`src/logic/tsr_pkg.sv`:
```
package tsr_pkg;
    // register addresses
    localparam logic [6:0] ADDR_TEMP_CONTROL_STATUS = 7'h4e;
    localparam logic [6:0] ADDR_TEMP_RESULT         = 7'h4f;
    localparam logic [6:0] ADDR_FRONT_END_SENS      = 7'h58;
    localparam logic [6:0] ADDR_REF_SOURCE_SELECT   = 7'h59;
    localparam logic [6:0] ADDR_SYNTH_LOOP_BW       = 7'h5f;
    localparam logic [6:0] ADDR_FADING_MARGIN       = 7'h6f;
    localparam logic [6:0] ADDR_LOW_INDEX_OFFSET    = 7'h71;
    // field positions
    localparam int TRIGGER_BIT  = 3;
    localparam int BUSY_BIT     = 2;
    localparam int EXT_REF_BIT  = 4;
    // reset values and named setting codes
    localparam logic [1:0] TEMP_CS_LOW_RST     = 2'h1;
    localparam logic [7:0] FRONT_END_RST       = 8'h1b;
    localparam logic [7:0] FRONT_END_HIGH_SENS = 8'h2d;
    localparam logic [7:0] REF_SOURCE_RST      = 8'h09;
    localparam logic [7:0] SYNTH_LOOP_BW_RST   = 8'h08;
    localparam logic [7:0] FADING_MARGIN_RST   = 8'h30;
    localparam logic [7:0] FADING_NORMAL       = 8'h00;
    localparam logic [7:0] LOW_INDEX_RST       = 8'h00;
    localparam logic [7:0] TEMP_RESULT_RST     = 8'h00;
    // offset step in hertz per lsb
    localparam int OFFSET_STEP_HZ = 488;
    // timing
    localparam int CLK_HZ         = 40000000;
    localparam int CONV_TIME_US   = 100;
    localparam int CONV_CYCLES    = (CONV_TIME_US * (CLK_HZ / 1000000));
    localparam int POR_TIME_US    = 10;
    localparam int POR_CYCLES     = (POR_TIME_US * (CLK_HZ / 1000000));
    localparam int REFERENCE_CLOCK_OUTPUT_DIV     = 2;
endpackage

```
`src/logic/tsr_reg_if.sv`:
```
`timescale 1ns/1ps
interface tsr_reg_if;
    logic       wrEn;
    logic       rdEn;
    logic [6:0] addr;
    logic [7:0] wrData;
    logic [7:0] rdData;
    modport core (output wrEn, output rdEn, output addr, output wrData, input rdData);
    modport bank (input wrEn, input rdEn, input addr, input wrData, output rdData);
endinterface

```
`src/logic/tsr_reg_bank.sv`:
```
`timescale 1ns/1ps
module tsr_reg_bank (
    // clock and reset
    input  wire logic clk,
    input  wire logic rst,
    // access
    tsr_reg_if.bank   bus,
    // live state
    input  wire logic       busy,
    input  wire logic [7:0] thermal,
    // configuration out
    output logic [7:0] frontEndGainSelect,
    output logic [7:0] refSel,
    output logic [7:0] synthBw,
    output logic [7:0] fadingMarginCtrl,
    output logic [7:0] lowIndexFreqOffset
);
    logic [7:0] next_frontEndGainSelect;
    logic [7:0] next_refSel;
    logic [7:0] next_synthBw;
    logic [7:0] next_fadingMarginCtrl;
    logic [7:0] next_lowIndexFreqOffset;
    logic [7:0] next_rdData;

    always_comb begin
        next_frontEndGainSelect = frontEndGainSelect;
        next_refSel             = refSel;
        next_synthBw            = synthBw;
        next_fadingMarginCtrl   = fadingMarginCtrl;
        next_lowIndexFreqOffset = lowIndexFreqOffset;
        if (bus.wrEn) begin
            case (bus.addr)
                tsr_pkg::ADDR_FRONT_END_SENS:    next_frontEndGainSelect = bus.wrData;
                tsr_pkg::ADDR_REF_SOURCE_SELECT: next_refSel = bus.wrData;
                tsr_pkg::ADDR_SYNTH_LOOP_BW:     next_synthBw = bus.wrData;
                tsr_pkg::ADDR_FADING_MARGIN:     next_fadingMarginCtrl = bus.wrData;
                tsr_pkg::ADDR_LOW_INDEX_OFFSET:  next_lowIndexFreqOffset = bus.wrData;
                default: ;
            endcase
        end
        // read data holds between reads
        next_rdData = bus.rdData;
        if (bus.rdEn) begin
            case (bus.addr)
                // trigger bit always reads zero
                tsr_pkg::ADDR_TEMP_CONTROL_STATUS: next_rdData = {5'h00, busy, tsr_pkg::TEMP_CS_LOW_RST};
                tsr_pkg::ADDR_TEMP_RESULT:         next_rdData = thermal;
                tsr_pkg::ADDR_FRONT_END_SENS:      next_rdData = frontEndGainSelect;
                tsr_pkg::ADDR_REF_SOURCE_SELECT:   next_rdData = refSel;
                tsr_pkg::ADDR_SYNTH_LOOP_BW:       next_rdData = synthBw;
                tsr_pkg::ADDR_FADING_MARGIN:       next_rdData = fadingMarginCtrl;
                tsr_pkg::ADDR_LOW_INDEX_OFFSET:    next_rdData = lowIndexFreqOffset;
                default:                           next_rdData = 8'h00;
            endcase
        end
    end

    always_ff @(posedge clk or posedge rst) begin
        if (rst) begin
            frontEndGainSelect <= tsr_pkg::FRONT_END_RST;
            refSel             <= tsr_pkg::REF_SOURCE_RST;
            synthBw            <= tsr_pkg::SYNTH_LOOP_BW_RST;
            fadingMarginCtrl   <= tsr_pkg::FADING_MARGIN_RST;
            lowIndexFreqOffset <= tsr_pkg::LOW_INDEX_RST;
            bus.rdData         <= 8'h00;
        end else begin
            frontEndGainSelect <= next_frontEndGainSelect;
            refSel             <= next_refSel;
            synthBw            <= next_synthBw;
            fadingMarginCtrl   <= next_fadingMarginCtrl;
            lowIndexFreqOffset <= next_lowIndexFreqOffset;
            bus.rdData         <= next_rdData;
        end
    end
endmodule

```
`src/logic/tsr_temp_sensor_regs.sv`:
```
`timescale 1ns/1ps
// Functional notes
// - writing trigger starts conversion; reads zero
// - busy high whole conversion, then clears
// - receiver unavailable while conversion runs
// - result read-only, minus one degree per lsb
// - sensitivity 0x1b normal, 0x2d high
// - reference select: crystal or external sine
// - fading margin 0x00, 0x20, 0x30; reset 0x30
// - offset equals register times 488 Hz
// - internal power-on reset, independent of pin
module tsr_temp_sensor_regs #(
    parameter int CONV_CYCLES = tsr_pkg::CONV_CYCLES,
    parameter int POR_CYCLES  = tsr_pkg::POR_CYCLES
) (
    // clock and resets
    input  wire logic        clk,
    input  wire logic        rst,
    input  wire logic        manualReset,
    // register access
    input  wire logic        regWrite,
    input  wire logic        regRead,
    input  wire logic [6:0]  regAddr,
    input  wire logic [7:0]  regWrData,
    output logic [7:0]       regRdData,
    // sensor
    input  wire logic [7:0]  sensorSample,
    // controls to the receiver
    output logic             conversionBusyFlag,
    output logic             rxEnable,
    output logic             deviceReady,
    output logic             referenceClockOutput,
    output logic             highSensitivity,
    output logic             externalReferenceSelect,
    output logic [7:0]       fadingMarginCtrl,
    output logic [7:0]       lowIndexFreqOffset,
    output logic [7:0]       synthLoopBandwidth,
    output logic [16:0]      offsetHz
);
    // sequencer states
    typedef enum logic [1:0] {
        ST_POR  = 2'b00,
        ST_IDLE = 2'b01,
        ST_CONV = 2'b10
    } tsr_state_e;

    ////////////////////////////////////////////////////////////////////////////////
    tsr_reg_if regs ();
    logic [7:0] frontEnd;
    logic [7:0] refSel;
    logic [7:0] thermalReading;
    tsr_state_e state;
    tsr_state_e next_state;
    logic [31:0] count;
    logic [31:0] next_count;
    logic [7:0]  next_thermalReading;
    logic        conversionTrigger;
    logic        coreRst;
    logic        porDone;
    logic        next_porDone;
    logic        next_conversionBusyFlag;
    logic        next_rxEnable;
    logic        next_deviceReady;
    logic        next_highSensitivity;
    logic        next_externalReferenceSelect;
    logic [16:0] next_offsetHz;
    logic        next_referenceClockOutput;
    // clock-out divider state
    logic [7:0]  divCount;
    logic [7:0]  next_divCount;
    logic        clkOutTick;
    logic        next_clkOutTick;

    // settle and conversion counters both end on the same compare
    function automatic logic countDone(input logic [31:0] value, input int limit);
        return value >= 32'(limit - 1);
    endfunction

    // pin and power-on reset both clear the core; power-on is rst itself
    assign coreRst = rst | manualReset;
    // writes are dropped until the settle count ends; reads always answer
    assign regs.wrEn   = regWrite & porDone;
    assign regs.rdEn   = regRead;
    assign regs.addr   = regAddr;
    assign regs.wrData = regWrData;
    assign conversionTrigger = regs.wrEn && regAddr == tsr_pkg::ADDR_TEMP_CONTROL_STATUS
                               && regWrData[tsr_pkg::TRIGGER_BIT];

    tsr_reg_bank tsr_reg_bank_i (
        .clk                (clk),
        .rst                (coreRst),
        .bus                (regs.bank),
        .busy               (state == ST_CONV),
        .thermal            (thermalReading),
        .frontEndGainSelect (frontEnd),
        .refSel             (refSel),
        .synthBw            (synthLoopBandwidth),
        .fadingMarginCtrl   (fadingMarginCtrl),
        .lowIndexFreqOffset (lowIndexFreqOffset)
    );
    assign regRdData = regs.rdData;

    ////////////////////////////////////////////////////////////////////////////////
    // conversion sequencer; busy is visible the cycle after the trigger write
    always_comb begin
        next_state          = state;
        next_count          = count;
        next_thermalReading = thermalReading;
        next_porDone        = porDone;
        case (state)
            ST_POR: begin
                // writes ignored until the settle count runs out
                if (countDone(count, POR_CYCLES)) begin
                    next_state   = ST_IDLE;
                    next_porDone = 1'b1;
                    next_count   = 32'h0;
                end else begin
                    next_count = count + 32'h1;
                end
            end
            ST_IDLE: begin
                if (conversionTrigger) begin
                    next_state = ST_CONV;
                    next_count = 32'h0;
                end
            end
            ST_CONV: begin
                if (countDone(count, CONV_CYCLES)) begin
                    next_state          = ST_IDLE;
                    next_thermalReading = sensorSample;
                    next_count          = 32'h0;
                end else begin
                    next_count = count + 32'h1;
                end
            end
            default: begin
                next_state = ST_POR;
                next_count = 32'h0;
            end
        endcase
    end

    always_ff @(posedge clk or posedge coreRst) begin
        if (coreRst) begin
            state          <= ST_POR;
            count          <= 32'h0;
            thermalReading <= tsr_pkg::TEMP_RESULT_RST;
            porDone        <= 1'b0;
        end else begin
            state          <= next_state;
            count          <= next_count;
            thermalReading <= next_thermalReading;
            porDone        <= next_porDone;
        end
    end

    ////////////////////////////////////////////////////////////////////////////////
    // clock-out divider; a one-cycle tick enables the toggle, no second clock exists
    always_comb begin
        next_divCount   = divCount;
        next_clkOutTick = 1'b0;
        if (!porDone) begin
            // held at zero until settle ends, so the output cannot move early
            next_divCount = 8'h00;
        end else if (divCount >= 8'(tsr_pkg::REFERENCE_CLOCK_OUTPUT_DIV - 1)) begin
            next_divCount   = 8'h00;
            next_clkOutTick = 1'b1;
        end else begin
            next_divCount = divCount + 8'h01;
        end
    end

    always_ff @(posedge clk or posedge coreRst) begin
        if (coreRst) begin
            divCount   <= 8'h00;
            clkOutTick <= 1'b0;
        end else begin
            divCount   <= next_divCount;
            clkOutTick <= next_clkOutTick;
        end
    end

    ////////////////////////////////////////////////////////////////////////////////
    // registered outputs; status follows next_state so it agrees with the register view
    always_comb begin
        next_conversionBusyFlag      = next_state == ST_CONV;
        next_rxEnable                = next_state == ST_IDLE;
        next_deviceReady             = next_porDone;
        // toggles on the tick only, so any activity implies ready
        next_referenceClockOutput    = clkOutTick ? ~referenceClockOutput : referenceClockOutput;
        next_highSensitivity         = frontEnd == tsr_pkg::FRONT_END_HIGH_SENS;
        next_externalReferenceSelect = refSel[tsr_pkg::EXT_REF_BIT];
        next_offsetHz                = 17'(lowIndexFreqOffset * tsr_pkg::OFFSET_STEP_HZ);
    end

    always_ff @(posedge clk or posedge coreRst) begin
        if (coreRst) begin
            conversionBusyFlag      <= 1'b0;
            rxEnable                <= 1'b0;
            deviceReady             <= 1'b0;
            referenceClockOutput    <= 1'b0;
            highSensitivity         <= 1'b0;
            externalReferenceSelect <= 1'b0;
            offsetHz                <= 17'h0;
        end else begin
            conversionBusyFlag      <= next_conversionBusyFlag;
            rxEnable                <= next_rxEnable;
            deviceReady             <= next_deviceReady;
            referenceClockOutput    <= next_referenceClockOutput;
            highSensitivity         <= next_highSensitivity;
            externalReferenceSelect <= next_externalReferenceSelect;
            offsetHz                <= next_offsetHz;
        end
    end
endmodule

```
`config.mk`:
```
export PLATFORM = sky130hd
export DESIGN_NAME = tsr_temp_sensor_regs
export DESIGN_NICKNAME = d
export VERILOG_FILES = /design/src/logic/tsr_pkg.sv /design/src/logic/tsr_reg_if.sv /design/src/logic/tsr_reg_bank.sv /design/src/logic/tsr_temp_sensor_regs.sv
export SDC_FILE = /design/constraint.sdc
export NUM_CORES = 1
export LEC_CHECK = 0
export BUFFER_PORTS_ARGS = -buffer_cell sky130_fd_sc_hd__buf_2
export CAP_MARGIN = 20
export CORE_MARGIN = 8
export CORE_UTILIZATION = 25
export CTS_CLUSTER_SIZE = 20
export DETAILED_ROUTE_END_ITERATION = 8
export GPL_ROUTABILITY_DRIVEN = 0
export SETUP_SLACK_MARGIN = 0.3
export SLEW_MARGIN = 20
export SYNTH_ARGS = -nofsm -noshare
export SYNTH_HDL_FRONTEND = slang
export SYNTH_SLANG_ARGS = --single-unit
export TNS_END_PERCENT = 50
```
`constraint.sdc`:
```
create_clock -name clk -period 15.85 [get_ports clk]
set_input_delay 3.17 -clock clk [delete_from_list [all_inputs] [get_ports clk]]
set_output_delay 3.17 -clock clk [all_outputs]
set_load 0.005 [all_outputs]
```
==> results of run 1 <==
## metal layers
metal  track usage, %  vias up  wire [µm]
li1                 -     2022          -
met1             12.7     2093       6910
met2             16.2       97       7100
met3             4.38       25       1110
met4             3.70       10        216
met5                0        -         59
## kinds of logic after synthesis
| family | count (synthesis) | synth area share (%) |
|---|---|---|
| and+or+nand+nor | 125 | 12.1 |
| adders and majority gates | 49 | 12.2 |
| buffers and inverters | 82 | 5.49 |
| muxes | 54 | 9.65 |
| AOI/OAI and AO/OA | 88 | 10.3 |
| xor gates and xnor gates | 10 | 1.43 |
| other | 1 | 0.0612 |
| DFF | 119 | 48.8 |
## sequential cells by signal (all words and copies together), names as in the netlist
signal and count:
tsr_reg_bank_i.synthBw 8, offsetHz 14, conversionBusyFlag 1, thermalReading 8
tsr_reg_bank_i.lowIndexFreqOffset 8, referenceClockOutput 1, externalReferenceSelect 1, tsr_reg_bank_i.refSel 8
clkOutTick 1, divCount 8, highSensitivity 1, count 32
rxEnable 1, state 2, tsr_reg_bank_i.bus.rdData 8, tsr_reg_bank_i.fadingMarginCtrl 8
tsr_reg_bank_i.frontEndGainSelect 8, deviceReady 1
## path summary, 6_finish.rpt
| check | slack (ns) | start | endpoint | depth (start not counted) |
|---|---|---|---|---|
| min in group asynchronous | 2.96 | rst | clkOutTick | 3 |
| setup reg to reg | 12.03 | tsr_reg_bank_i.lowIndexFreqOffset[2] | offsetHz[13] | 13 |
| setup / recovery | 10.92 | regAddr[5] | tsr_reg_bank_i.lowIndexFreqOffset[0] | 5 |
| max in group asynchronous | 11.53 | manualReset | tsr_reg_bank_i.synthBw[4] | 4 |
| hold / removal | 0.42 | tsr_reg_bank_i.refSel[4] | externalReferenceSelect | 0 |
| hold reg to reg | 0.42 | tsr_reg_bank_i.refSel[4] | externalReferenceSelect | 0 |
## cell type report
type | instances | area, µm² | share of cell area [%]
diodes | 3 | 7.51 | 0.0998
flip-flops and latches | 119 | 2990 | 39.8
inverters | 61 | 229 | 3.04
multi-input cells | 334 | 2840 | 37.8
repair buffers | 82 | 418 | 5.56
clock inverters | 9 | 174 | 2.31
clock buffers | 23 | 458 | 6.09
well taps | 324 | 405 | 5.39
## power by group
part,internal [mW],switching (mW)
sequential,0.306,0.000824
combinational,0.00642,0.0150
clock,0.282,0.136
total,0.595,0.152
## worst register-to-register path: cells and delay by family, from the launching register on
kind	cells	cell delay [ns]
simple gates	2	0.23
compound gates	3	0.73
flops	1	0.54
buf+inv	4	0.31
fa+ha+maj	4	1.89
## cell usage after synthesis (all sizes together), types with 4 or more instances
cell type / number
dfrtp: 110
inv: 61
mux2: 41
ha: 31
nand2: 25
and2: 21
fa: 18
o22ai: 18
o21ai: 17
nand3: 14
mux2i: 13
buf: 12
nor2: 12
nor4: 11
clkbuf: 9
dfstp: 9
a21oi: 8
a22oi: 8
a31oi: 8
a221oi: 7
nor3: 7
xnor2: 6
nor2b: 5
nor3b: 5
nand2b: 4
nand4: 4
xor2: 4
## stage by stage
step / hold slack [ns] / area, µm² / std cells / worst slack [ns] / total power, mW
finish: 0.422 / 7520 / 955 / 10.92 / 0.747
global placement: 0.408 / 6880 / 920 / 10.61 / 0.334
global route: 0.421 / 7510 / 953 / 10.74 / 0.772
detailed placement: 0.404 / 6880 / 920 / 10.52 / 0.334
CTS: 0.414 / 7510 / 952 / 10.95 / 0.757
floorplan: 0.371 / 6160 / 535 / 5.69 / 0.324
==> results.md, run 1 <==
- # clock sinks: 119
- Cell count after synthesis: 528
- Fin. max-slew vios: 0
- Top post-synthesis cells by area: dfrtp_1 45%, mux2_2 7.5%, ha_1 6.3%
- Clk Latency, worst-skew pair: 0.42 ns
- Commonest non-fill, non-tap cells in the layout: 110 x dfrtp_1, 79 x buf_2, 60 x inv_1, 41 x mux2_2, 31 x ha_1
- CTS H-tree depth: 4
- I/O Pins: 83
- Critical path launch point type: input pin
- Area grow syn2layout: 22.7%
- Critical path data required time: 16.15 ns
- Post-synth cell types: 63
- Worst Path Buf+Inv: 2
- Largest net degree at the start of global routing: 73
- Crit path kind: input pin to register
- Synth Flop Type: dfrtp_1
- Routed WL per cell: between 15 and 20 µm
- FF+latch count, synth: 119
- Asr flop ratio synth: 100%
- Initial DRC count: 292
- TritonCTS clock tree: built
- Number of global-route vias before repair: 4182
- Hold Fails Final Rpt: 0
- Max_cap viols: 0
- Synthesized area: 6130 µm²
- Number of flops mapped to enable cells by yosys: 0
- Die Ht: 173 µm
- Cell family with most CP delay: simple AND/OR/NAND/NOR gates
- Gr ovfl total: 0
- Via count: 4247
- WL final: 15400 µm
- Cells resized by post-CTS repair: 0
- RSZ-0062 raised after global routing: no
- Final Critical Period: around 4.9 ns
- Total Nets Final: 692
- Setup TNS: 0 ns
- Final design utilization: around 31%
- Setup Viol. Count Final: 0
- PD cells: 99.3 nW/µm²
- Slowest cell on crit path: nor3_2
- 1st-pass router iterations: 5
- Synthesized area per cell: 11.6 µm²
- Die area: between 20000 and 30000 µm²
- Die Width: 173 µm
- CP max FO: 15
- Cts hold-fix bufs: 0
- Clk Tree Root Cell: clkbuf_16
- DR DRC count: 0
- Setup Fix Bufs, Post-CTS: 0
- Data arrival, critical path: ~5.2 ns
- Row cnt: 57
- Max incr delay on CP: about 0.66 ns
- Fillers: 2498
- First-pass GRT wire length: around 24000 µm
- Layout Skew: around 0.013 ns
- CP Capture Type: register
- Yosys warns: 0
- Final period utilization: between 30% and 40%
- Outcome: finished, final reports clean
- Initial antenna violation count: 6
- Area share of the largest cell type after synthesis: 44.9%
- VDD IR max: approximately 0.000061 V
- Measured slew at the worst slew-check pin: 0.986 ns
- Share of cells above drive strength 1: 27.5%
- Core ar.: 24200 µm²
- Maximum clock rate: around 200 MHz
- Hpwl dp: 11400 µm
- Vias per cell: 4.45
- Slew HR: 33.9%
- HP Class: register to register
- Register area share after synthesis: ~50%
- Leak: 3.61 nW
- GR Util All Layers: 10.4%
- Clock Pin Slew Worst Setup and Hold Paths: ~0.050 ns
- Port Buffers: 79
- Final antenna-violating net count: 0
- Area leader, netlist: dfrtp_1
- Starting Density: between 20% and 30%
- Most common cell after layout, fill and taps aside: dfrtp_1
- CP cell instances: buf_2 -> nor2b_1 -> inv_1 -> nor3_2 -> mux2_2
- Num CTS Buffers: 17
- CTS Buffer Depth: 2
Note: power is estimated with default switching activity, not from simulation.
==> inputs of run 2 (changes only) <==
Clock period 15.85 ns to 4.2 ns, I/O delays scaled along.
==> run 2 against run 1 <==
Flip-flop and latch count unchanged. First-iteration DRC count up 21%. Core utilization down 0.072 points. Non-clock buffer count up 2. Sequential power rose to 3.8 times the previous value. Clock power rose to 3.5 times the previous value. Critical endpoint is now offsetHz[16]. Highest routed layer unchanged.
==> results.md, run 2 (synthesis results as in run 1) <==
- Critical path data required time: 4.53 ns (was 16.15 ns)
- CP cell instances: inv_1 -> fa_1 -> inv_1 -> fa_1 -> inv_1 -> fa_1 -> inv_1 -> ha_1 -> o41a_1 -> a31o_2 -> a21oi_1 -> xnor2_1 (was buf_2 -> nor2b_1 -> inv_1 -> nor3_2 -> mux2_2)
- Worst Path Buf+Inv: 4 (was 2)
- Design area: 7500 µm² (was 7520 µm²)
- Dpl cells: 922 (was 920)
- Pwr Total: 2.69 mW (was 0.747 mW)
- Slew HR: 36.5% (was 33.9%)
- Slowest cell on crit path: fa_1 (was nor3_2)
- Data arrival, critical path: 4.02 ns (was 5.23 ns)
- HP Class: register to register (unchanged)
- Initial antenna violation count: 4 (was 6)
- Comb pwr share: 3.2% (was 2.9%)
- Maximum clock rate: 271 MHz
- Sw Share: 22.0% (was 20.3%)
- NetSw: 0.591 mW (was 0.152 mW)
- Routed WL per cell: 16.1 µm (about the same)
- DR DRC count: 0 (unchanged)
- PD cells: 359 nW/µm² (was 99.3 nW/µm²)
- Initial DRC count: 354 (was 292)
- GR Util All Layers: 10.6% (was 10.4%)
- I/O Pins: 83 (unchanged)
- CP max FO: 6 (was 15)
- Leak: 3.60 nW (was 3.61 nW)
- Fillers: 2445 (was 2498)
- Most common cell after layout, fill and taps aside: dfrtp_1 (unchanged)
- TritonCTS clock tree: built (unchanged)
- Starting Density: 25.4% (unchanged)
- Share of cells above drive strength 1: 28.4% (was 27.5%)
- 1st-pass router iterations: 5 (unchanged)
- Commonest non-fill, non-tap cells in the layout: 110 x dfrtp_1, 79 x buf_2, 60 x inv_1, 41 x mux2_2, 31 x ha_1 (unchanged)
- Gr ovfl total: 0 (unchanged)
- Final std cells w/o fill: 954 (was 955)
- Largest register FFs: 32 (unchanged)
- Setup Viol. Count Final: 0 (unchanged)
- Layout Skew: 0.0124 ns (was 0.0131 ns)
- Cell family with most CP delay: adder cells (was simple AND/OR/NAND/NOR gates)
- CTS Buffer Depth: 2 (unchanged)
- First-pass GRT wire length: 24600 µm (was 24100 µm)
- RSZ-0062 raised after global routing: yes (was no)
- Port Buffers: 79 (unchanged)
- Via count: 4205 (was 4247)
- Critical path launch point type: register (was input pin)
- CP Capture Type: register (unchanged)
- Clk Tree Root Cell: clkbuf_16 (unchanged)
- Clk Latency, worst-skew pair: 0.41 ns (was 0.42 ns)
- Cts hold-fix bufs: 0 (unchanged)
- Total Nets Final: 694 (was 692)
- Final design utilization: 31.0% (was 31.1%)
- Int Pwr: 2.10 mW (was 0.595 mW)
- Crit path kind: register to register (was input pin to register)
- Biggest regs: count: 32 flops, offsetHz: 14 flops (unchanged)
- Num CTS Buffers: 17 (unchanged)
- CP most frequent cell: inv_1
- Max_cap viols: 0 (unchanged)
- Measured slew at the worst slew-check pin: 0.947 ns (was 0.986 ns)
- Setup Fix Bufs, Post-CTS: 0 (unchanged)
- Max incr delay on CP: 0.53 ns (was 0.66 ns)
- VDD IR max: 0.000224 V (was 0.0000612 V)
- Final period utilization: 87.9%
- Die area: 29800 µm² (unchanged)
- Die Ht: 173 µm (unchanged)
- Hold Fails Final Rpt: 0 (unchanged)
- Setup TNS: 0 ns (unchanged)
- Largest Register: count (unchanged)
- Number of global-route vias before repair: 4251 (was 4182)
- Fin. max-slew vios: 0 (unchanged)
- Final antenna-violating net count: 0 (unchanged)
- WL final: 15300 µm (was 15400 µm)
- Core ar.: 24200 µm² (unchanged)
- Vias per cell: 4.41 (was 4.45)
- Clock power frac: 53.8% (was 56.0%)
- Final Critical Period: 3.69 ns
- # clock sinks: 119 (unchanged)
- Seq pwr share: 43.0% (was 41.1%)
- CTS H-tree depth: 4 (unchanged)
- Clock Pin Slew Worst Setup and Hold Paths: 0.06 ns (was 0.05 ns)
- Hpwl dp: 11700 µm (was 11400 µm)
- Row cnt: 57 (unchanged)
- Largest net degree at the start of global routing: 64 (was 73)
- Placed cell area: 6910 µm² (was 6880 µm²)
- Die Width: 173 µm (unchanged)
- Antenna Cells: 0 (was 3)
- Outcome: finished, final reports clean (unchanged)
- Area grow syn2layout: 22.4% (was 22.7%)
==> run 2: per-stage QoR <==
step / setup WS [ns] / hold slack (ns)
2_1_floorplan: 0.671 / 0.371
3_3_place_gp: 0.527 / 0.426
3_5_place_dp: 0.422 / 0.442
4_1_cts: 0.420 / 0.454
5_1_grt: 0.241 / 0.462
6_report: 0.508 / 0.452
==> run 2: cell type report <==
| class | count | area (µm²) | area share, % |
|---|---|---|---|
| clock buffer | 21 | 470 | 6.27 |
| clock inverter | 11 | 124 | 1.65 |
| inverter | 61 | 229 | 3.05 |
| multi-input combinational | 334 | 2840 | 37.8 |
| sequential | 119 | 2990 | 39.8 |
| tap | 324 | 405 | 5.40 |
| timing repair buffer | 84 | 445 | 5.94 |
==> run 2: final timing paths <==
check	from	to	slack (ns)	cells after the start
setup / recovery	tsr_reg_bank_i.lowIndexFreqOffset[4]	offsetHz[16]	0.51	12
hold / removal	clkOutTick	referenceClockOutput	0.45	1
setup reg to reg	tsr_reg_bank_i.lowIndexFreqOffset[4]	offsetHz[16]	0.51	12
hold reg to reg	clkOutTick	referenceClockOutput	0.45	1
max in group asynchronous	manualReset	count[1]	2.52	4
min in group asynchronous	rst	count[20]	0.66	2
==> run 2: power groups by stage <==
stage	clock network, mW	registers, mW	logic, mW
floorplan	0	1.18	0.0479
global placement	0	1.18	0.0877
detailed placement	0	1.18	0.0879
CTS	1.49	1.16	0.0883
global route	1.54	1.16	0.0969
finish	1.45	1.16	0.0853
==> run 2: worst reg2reg max path, delay by kind of cell, from the launching register on <==
family,cells,cell delay (ns)
fa+ha+maj,4,1.87
compound gates,3,0.82
flops,1,0.50
buf+inv,4,0.29
xor+xnor,1,0.13
==> run 2: per-layer routing <==
metal	GRT usage, %	share of wire [%]	vias up
li1	-	-	2027
met1	14.1	46	2076
met2	15.9	47	81
met3	3.86	6.7	13
met4	2.54	0.48	8
met5	0	0.31	-
==> run 2: repair_timing <==
item / 4_1_cts / 5_1_grt
endpoints found under the setup margin: 0 / 3
hold endpoints to repair: 0 / 0
resized for setup: 0 / 1
==> inputs of run 3 (changes only) <==
Settings changed: ABC_AREA set to 1.
==> run 3 against run 2 <==
Register-to-register slack gained 0.17 ns. Largest cell class unchanged. Power is 2.4% lower. Sequential power about the same. Non-clock buffer count down 1. Critical endpoint is now offsetHz[15].
==> results.md, run 3 <==
- Slew HR: 38.8% (was 36.5%)
- Die area: 31500 µm² (was 29800 µm²)
- Commonest non-fill, non-tap cells in the layout: 162 x nand2_1, 130 x inv_1, 110 x dfrtp_1, 83 x nand3_1, 80 x nor2_1 (was 110 x dfrtp_1, 79 x buf_2, 60 x inv_1, 41 x mux2_2, 31 x ha_1)
- Measured slew at the worst slew-check pin: 0.916 ns (was 0.947 ns)
- CTS H-tree depth: 4 (unchanged)
- PD cells: 335 nW/µm² (was 359 nW/µm²)
- Maximum clock rate: 284 MHz (was 271 MHz)
- VDD IR max: 0.000193 V (was 0.000224 V)
- Mux cell area share after synthesis: 0% (was 9.65%)
- Critical path data required time: 4.50 ns (was 4.53 ns)
- Cell family with most CP delay: adder cells (unchanged)
- Number of global-route vias before repair: 5029 (was 4251)
- CP Capture Type: register (unchanged)
- Simple-Gate Fraction of Synth Area: 25.5% (was 12.1%)
- Leak: 4.10 nW (was 3.60 nW)
- Routed WL per cell: 14.1 µm (was 16.1 µm)
- Final worst setup slack: 0.682 ns (was 0.508 ns)
- Clk Latency, worst-skew pair: 0.42 ns (was 0.41 ns)
- Dpl cells: 1170 (was 922)
- Final std cells w/o fill: 1203 (was 954)
- Fin. max-slew vios: 0 (unchanged)
- Vias per cell: 4.21 (was 4.41)
- Largest register FFs: 32 (unchanged)
- Synth cell count leaders: 162 x nand2_1, 130 x inv_1, 110 x dfrtp_1 (was 110 x dfrtp_1, 60 x inv_1, 41 x mux2_2)
- 1st-pass router iterations: 4 (was 5)
- Setup Fix Bufs, Post-CTS: 0 (unchanged)
- Cells resized by post-CTS repair: 0 (unchanged)
- Reg2reg path depth: 13 (was 12)
- Die Ht: 177 µm (was 173 µm)
- Port Buffers: 79 (unchanged)
- Num CTS Buffers: 17 (unchanged)
- Area share of the largest cell type after synthesis: 42.3% (was 44.9%)
- Max_cap viols: 0 (unchanged)
- Synthesized area per cell: 8.51 µm² (was 11.6 µm²)
- TritonCTS clock tree: built (unchanged)
- I/O Pins: 83 (unchanged)
- Final period utilization: 83.8% (was 87.9%)
- Clock Pin Slew Worst Setup and Hold Paths: 0.06 ns (about the same)
- Layout Skew: 0.00916 ns (was 0.0124 ns)
- CP cell instances: inv_1 -> fa_1 -> inv_1 -> fa_1 -> inv_1 -> fa_1 -> inv_1 -> ha_1 -> nand2_1 -> o21ai_0 -> nand4_1 -> nand3_1 -> nand2_1 (was inv_1 -> fa_1 -> inv_1 -> fa_1 -> inv_1 -> fa_1 -> inv_1 -> ha_1 -> o41a_1 -> a31o_2 -> a21oi_1 -> xnor2_1)
- DR DRC count: 0 (unchanged)
- Final antenna-violating net count: 0 (unchanged)
- Row cnt: 59 (was 57)
- Setup TNS: 0 ns (unchanged)
- Total Nets Final: 931 (was 694)
- Hold Fails Final Rpt: 0 (unchanged)
- Top Metal Used: met4 (was met5)
- Metal2 WL: 8460 µm (was 7160 µm)
- Pre-CTS WS: 0.677 ns (was 0.422 ns)
- Critical path launch point type: register (unchanged)
- Cell count after synthesis: 765 (was 528)
- Slowest cell on crit path: fa_1 (unchanged)
- Data arrival, critical path: 3.82 ns (was 4.02 ns)
- Comb pwr share: 3.1% (was 3.2%)
- GR Util All Layers: 11.0% (was 10.6%)
- Clock power frac: 53.0% (was 53.8%)
- Largest family of logic cells by synthesized area: simple AND/OR/NAND/NOR gates (was adder cells)
- Register area share after synthesis: 45.9% (was 48.8%)
- # clock sinks: 119 (unchanged)
- Most common cell in the netlist: nand2_1 (was dfrtp_1)
- Setup Viol. Count Final: 0 (unchanged)
- Die Width: 177 µm (was 173 µm)
- Via count: 5067 (was 4205)
- Hold depth: 0 (was 1)
- Hpwl dp: 13100 µm (was 11700 µm)
- CTS Buffer Depth: 2 (unchanged)
- Int Pwr: 2.00 mW (was 2.10 mW)
- Top post-synthesis cells by area: dfrtp_1 42%, nand2_1 9.3%, inv_1 7.5% (was dfrtp_1 45%, mux2_2 7.5%, ha_1 6.3%)
- NetSw: 0.621 mW (was 0.591 mW)
- Core ar.: 25800 µm² (was 24200 µm²)
- Share of cells above drive strength 1: 17.6% (was 28.4%)
- Sw Share: 23.7% (was 22.0%)
- Worst Path Buf+Inv: 4 (unchanged)
- Cts hold-fix bufs: 0 (unchanged)
- Area leader, netlist: dfrtp_1 (unchanged)
- Synth Flop Type: dfrtp_1 (unchanged)
- First-pass GRT wire length: 26700 µm (was 24600 µm)
- Clk Tree Root Cell: clkbuf_16 (unchanged)
- Most common cell after layout, fill and taps aside: nand2_1 (was dfrtp_1)
- Post-synth cell types: 36 (was 63)
- HP Class: register to register (unchanged)
- Gr ovfl total: 0 (unchanged)
- Number of cells on the critical path: 13 (was 12)
- Crit path kind: register to register (unchanged)
- Met1 WL: 7000 µm (was 7030 µm)
- RSZ-0062 raised after global routing: no (was yes)
- Synthesized area: 6510 µm² (was 6130 µm²)
- Yosys warns: 0 (unchanged)
- Met3 wire len: 1180 µm (was 1030 µm)
- Max incr delay on CP: 0.55 ns (was 0.53 ns)
- Largest Register: count (unchanged)
- CP most frequent cell: inv_1 (unchanged)
- Number of flops mapped to enable cells by yosys: 0 (unchanged)
- Initial antenna violation count: 0 (was 4)
- Final Critical Period: 3.52 ns (was 3.69 ns)
- Xor/xnor share of the synthesized area: 1.88% (was 1.43%)
- Post-synthesis adder-cell area fraction: 11.5% (was 12.2%)
- Asr flop ratio synth: 100% (unchanged)
- Initial DRC count: 266 (was 354)
- FF+latch count, synth: 119 (unchanged)
- Biggest regs: count: 32 flops, offsetHz: 14 flops (unchanged)
- Outcome: finished, final reports clean (unchanged)
- Seq pwr share: 43.9% (was 43.0%)
- WL final: 16900 µm (was 15300 µm)
- Final design utilization: 30.3% (was 31.0%)
- Area grow syn2layout: 20.3% (was 22.4%)
- Largest net degree at the start of global routing: 53 (was 64)
- CP max FO: 5 (was 6)
- Synth Area in Compound Gates: 5.44% (was 10.3%)
- Starting Density: 25.2% (was 25.4%)
run 3: cell types whose count changed after synthesis, moves of 16 or more:
cell,change
and2_1,-21
nor2_1,+69
mux2_2,-41
inv_1,+70
o22ai_1,-16
nand3_1,+70
o21ai_1,+20
nand2_1,+137
run 3: power by group through the flow:
stage	Clock [mW]	Combinational (mW)	Sequential [mW]
CTS	1.43	0.0834	1.15
floorplan	0	0.0437	1.17
finish	1.39	0.0808	1.15
global route	1.48	0.0916	1.15
detailed placement	0	0.0828	1.17
global placement	0	0.0828	1.17
run 3: final cells by class:
| cell class | count | area (µm²) |
|---|---|---|
| fill | 2761 | 18000 |
| sequential | 119 | 2990 |
| multi-input combinational | 502 | 2920 |
| inverter | 131 | 492 |
| clock buffer | 19 | 443 |
| timing repair buffer | 83 | 438 |
| tap | 335 | 419 |
| clock inverter | 13 | 123 |
| antenna | 1 | 2.50 |
run 3: final timing paths:
path                                                 startpoint                        to  slack, ns
setup / recovery           tsr_reg_bank_i.lowIndexFreqOffset[2]              offsetHz[15]       0.68
hold / removal                         tsr_reg_bank_i.refSel[4]   externalReferenceSelect       0.38
setup reg to reg           tsr_reg_bank_i.lowIndexFreqOffset[2]              offsetHz[15]       0.68
hold reg to reg                        tsr_reg_bank_i.refSel[4]   externalReferenceSelect       0.38
max in group asynchronous                           manualReset  tsr_reg_bank_i.refSel[0]       2.62
min in group asynchronous                                   rst               offsetHz[3]       0.67
run 3: logic make-up after synthesis:
group,Yosys count
and+or+nand+nor,367
buffers and inverters,151
DFF,119
AOI/OAI and AO/OA,64
adders and majority gates,49
xor gates and xnor gates,14
other,1
run 3: routing by layer:
layer  global-route usage (%)  up-vias
li1                         -     2551
met1                     12.6     2402
met2                     18.9       92
met3                     3.79       22
met4                     3.51        0
met5                        0        -
run 3: metrics by stage:
step                total power, mW  instance area, µm²  hold WS, ns
floorplan                      1.22                6550        0.354
global placement               1.26                7260        0.359
detailed placement             1.26                7260        0.365
CTS                            2.66                7830        0.378
global route                   2.72                7830        0.387
finish                         2.63                7830        0.378
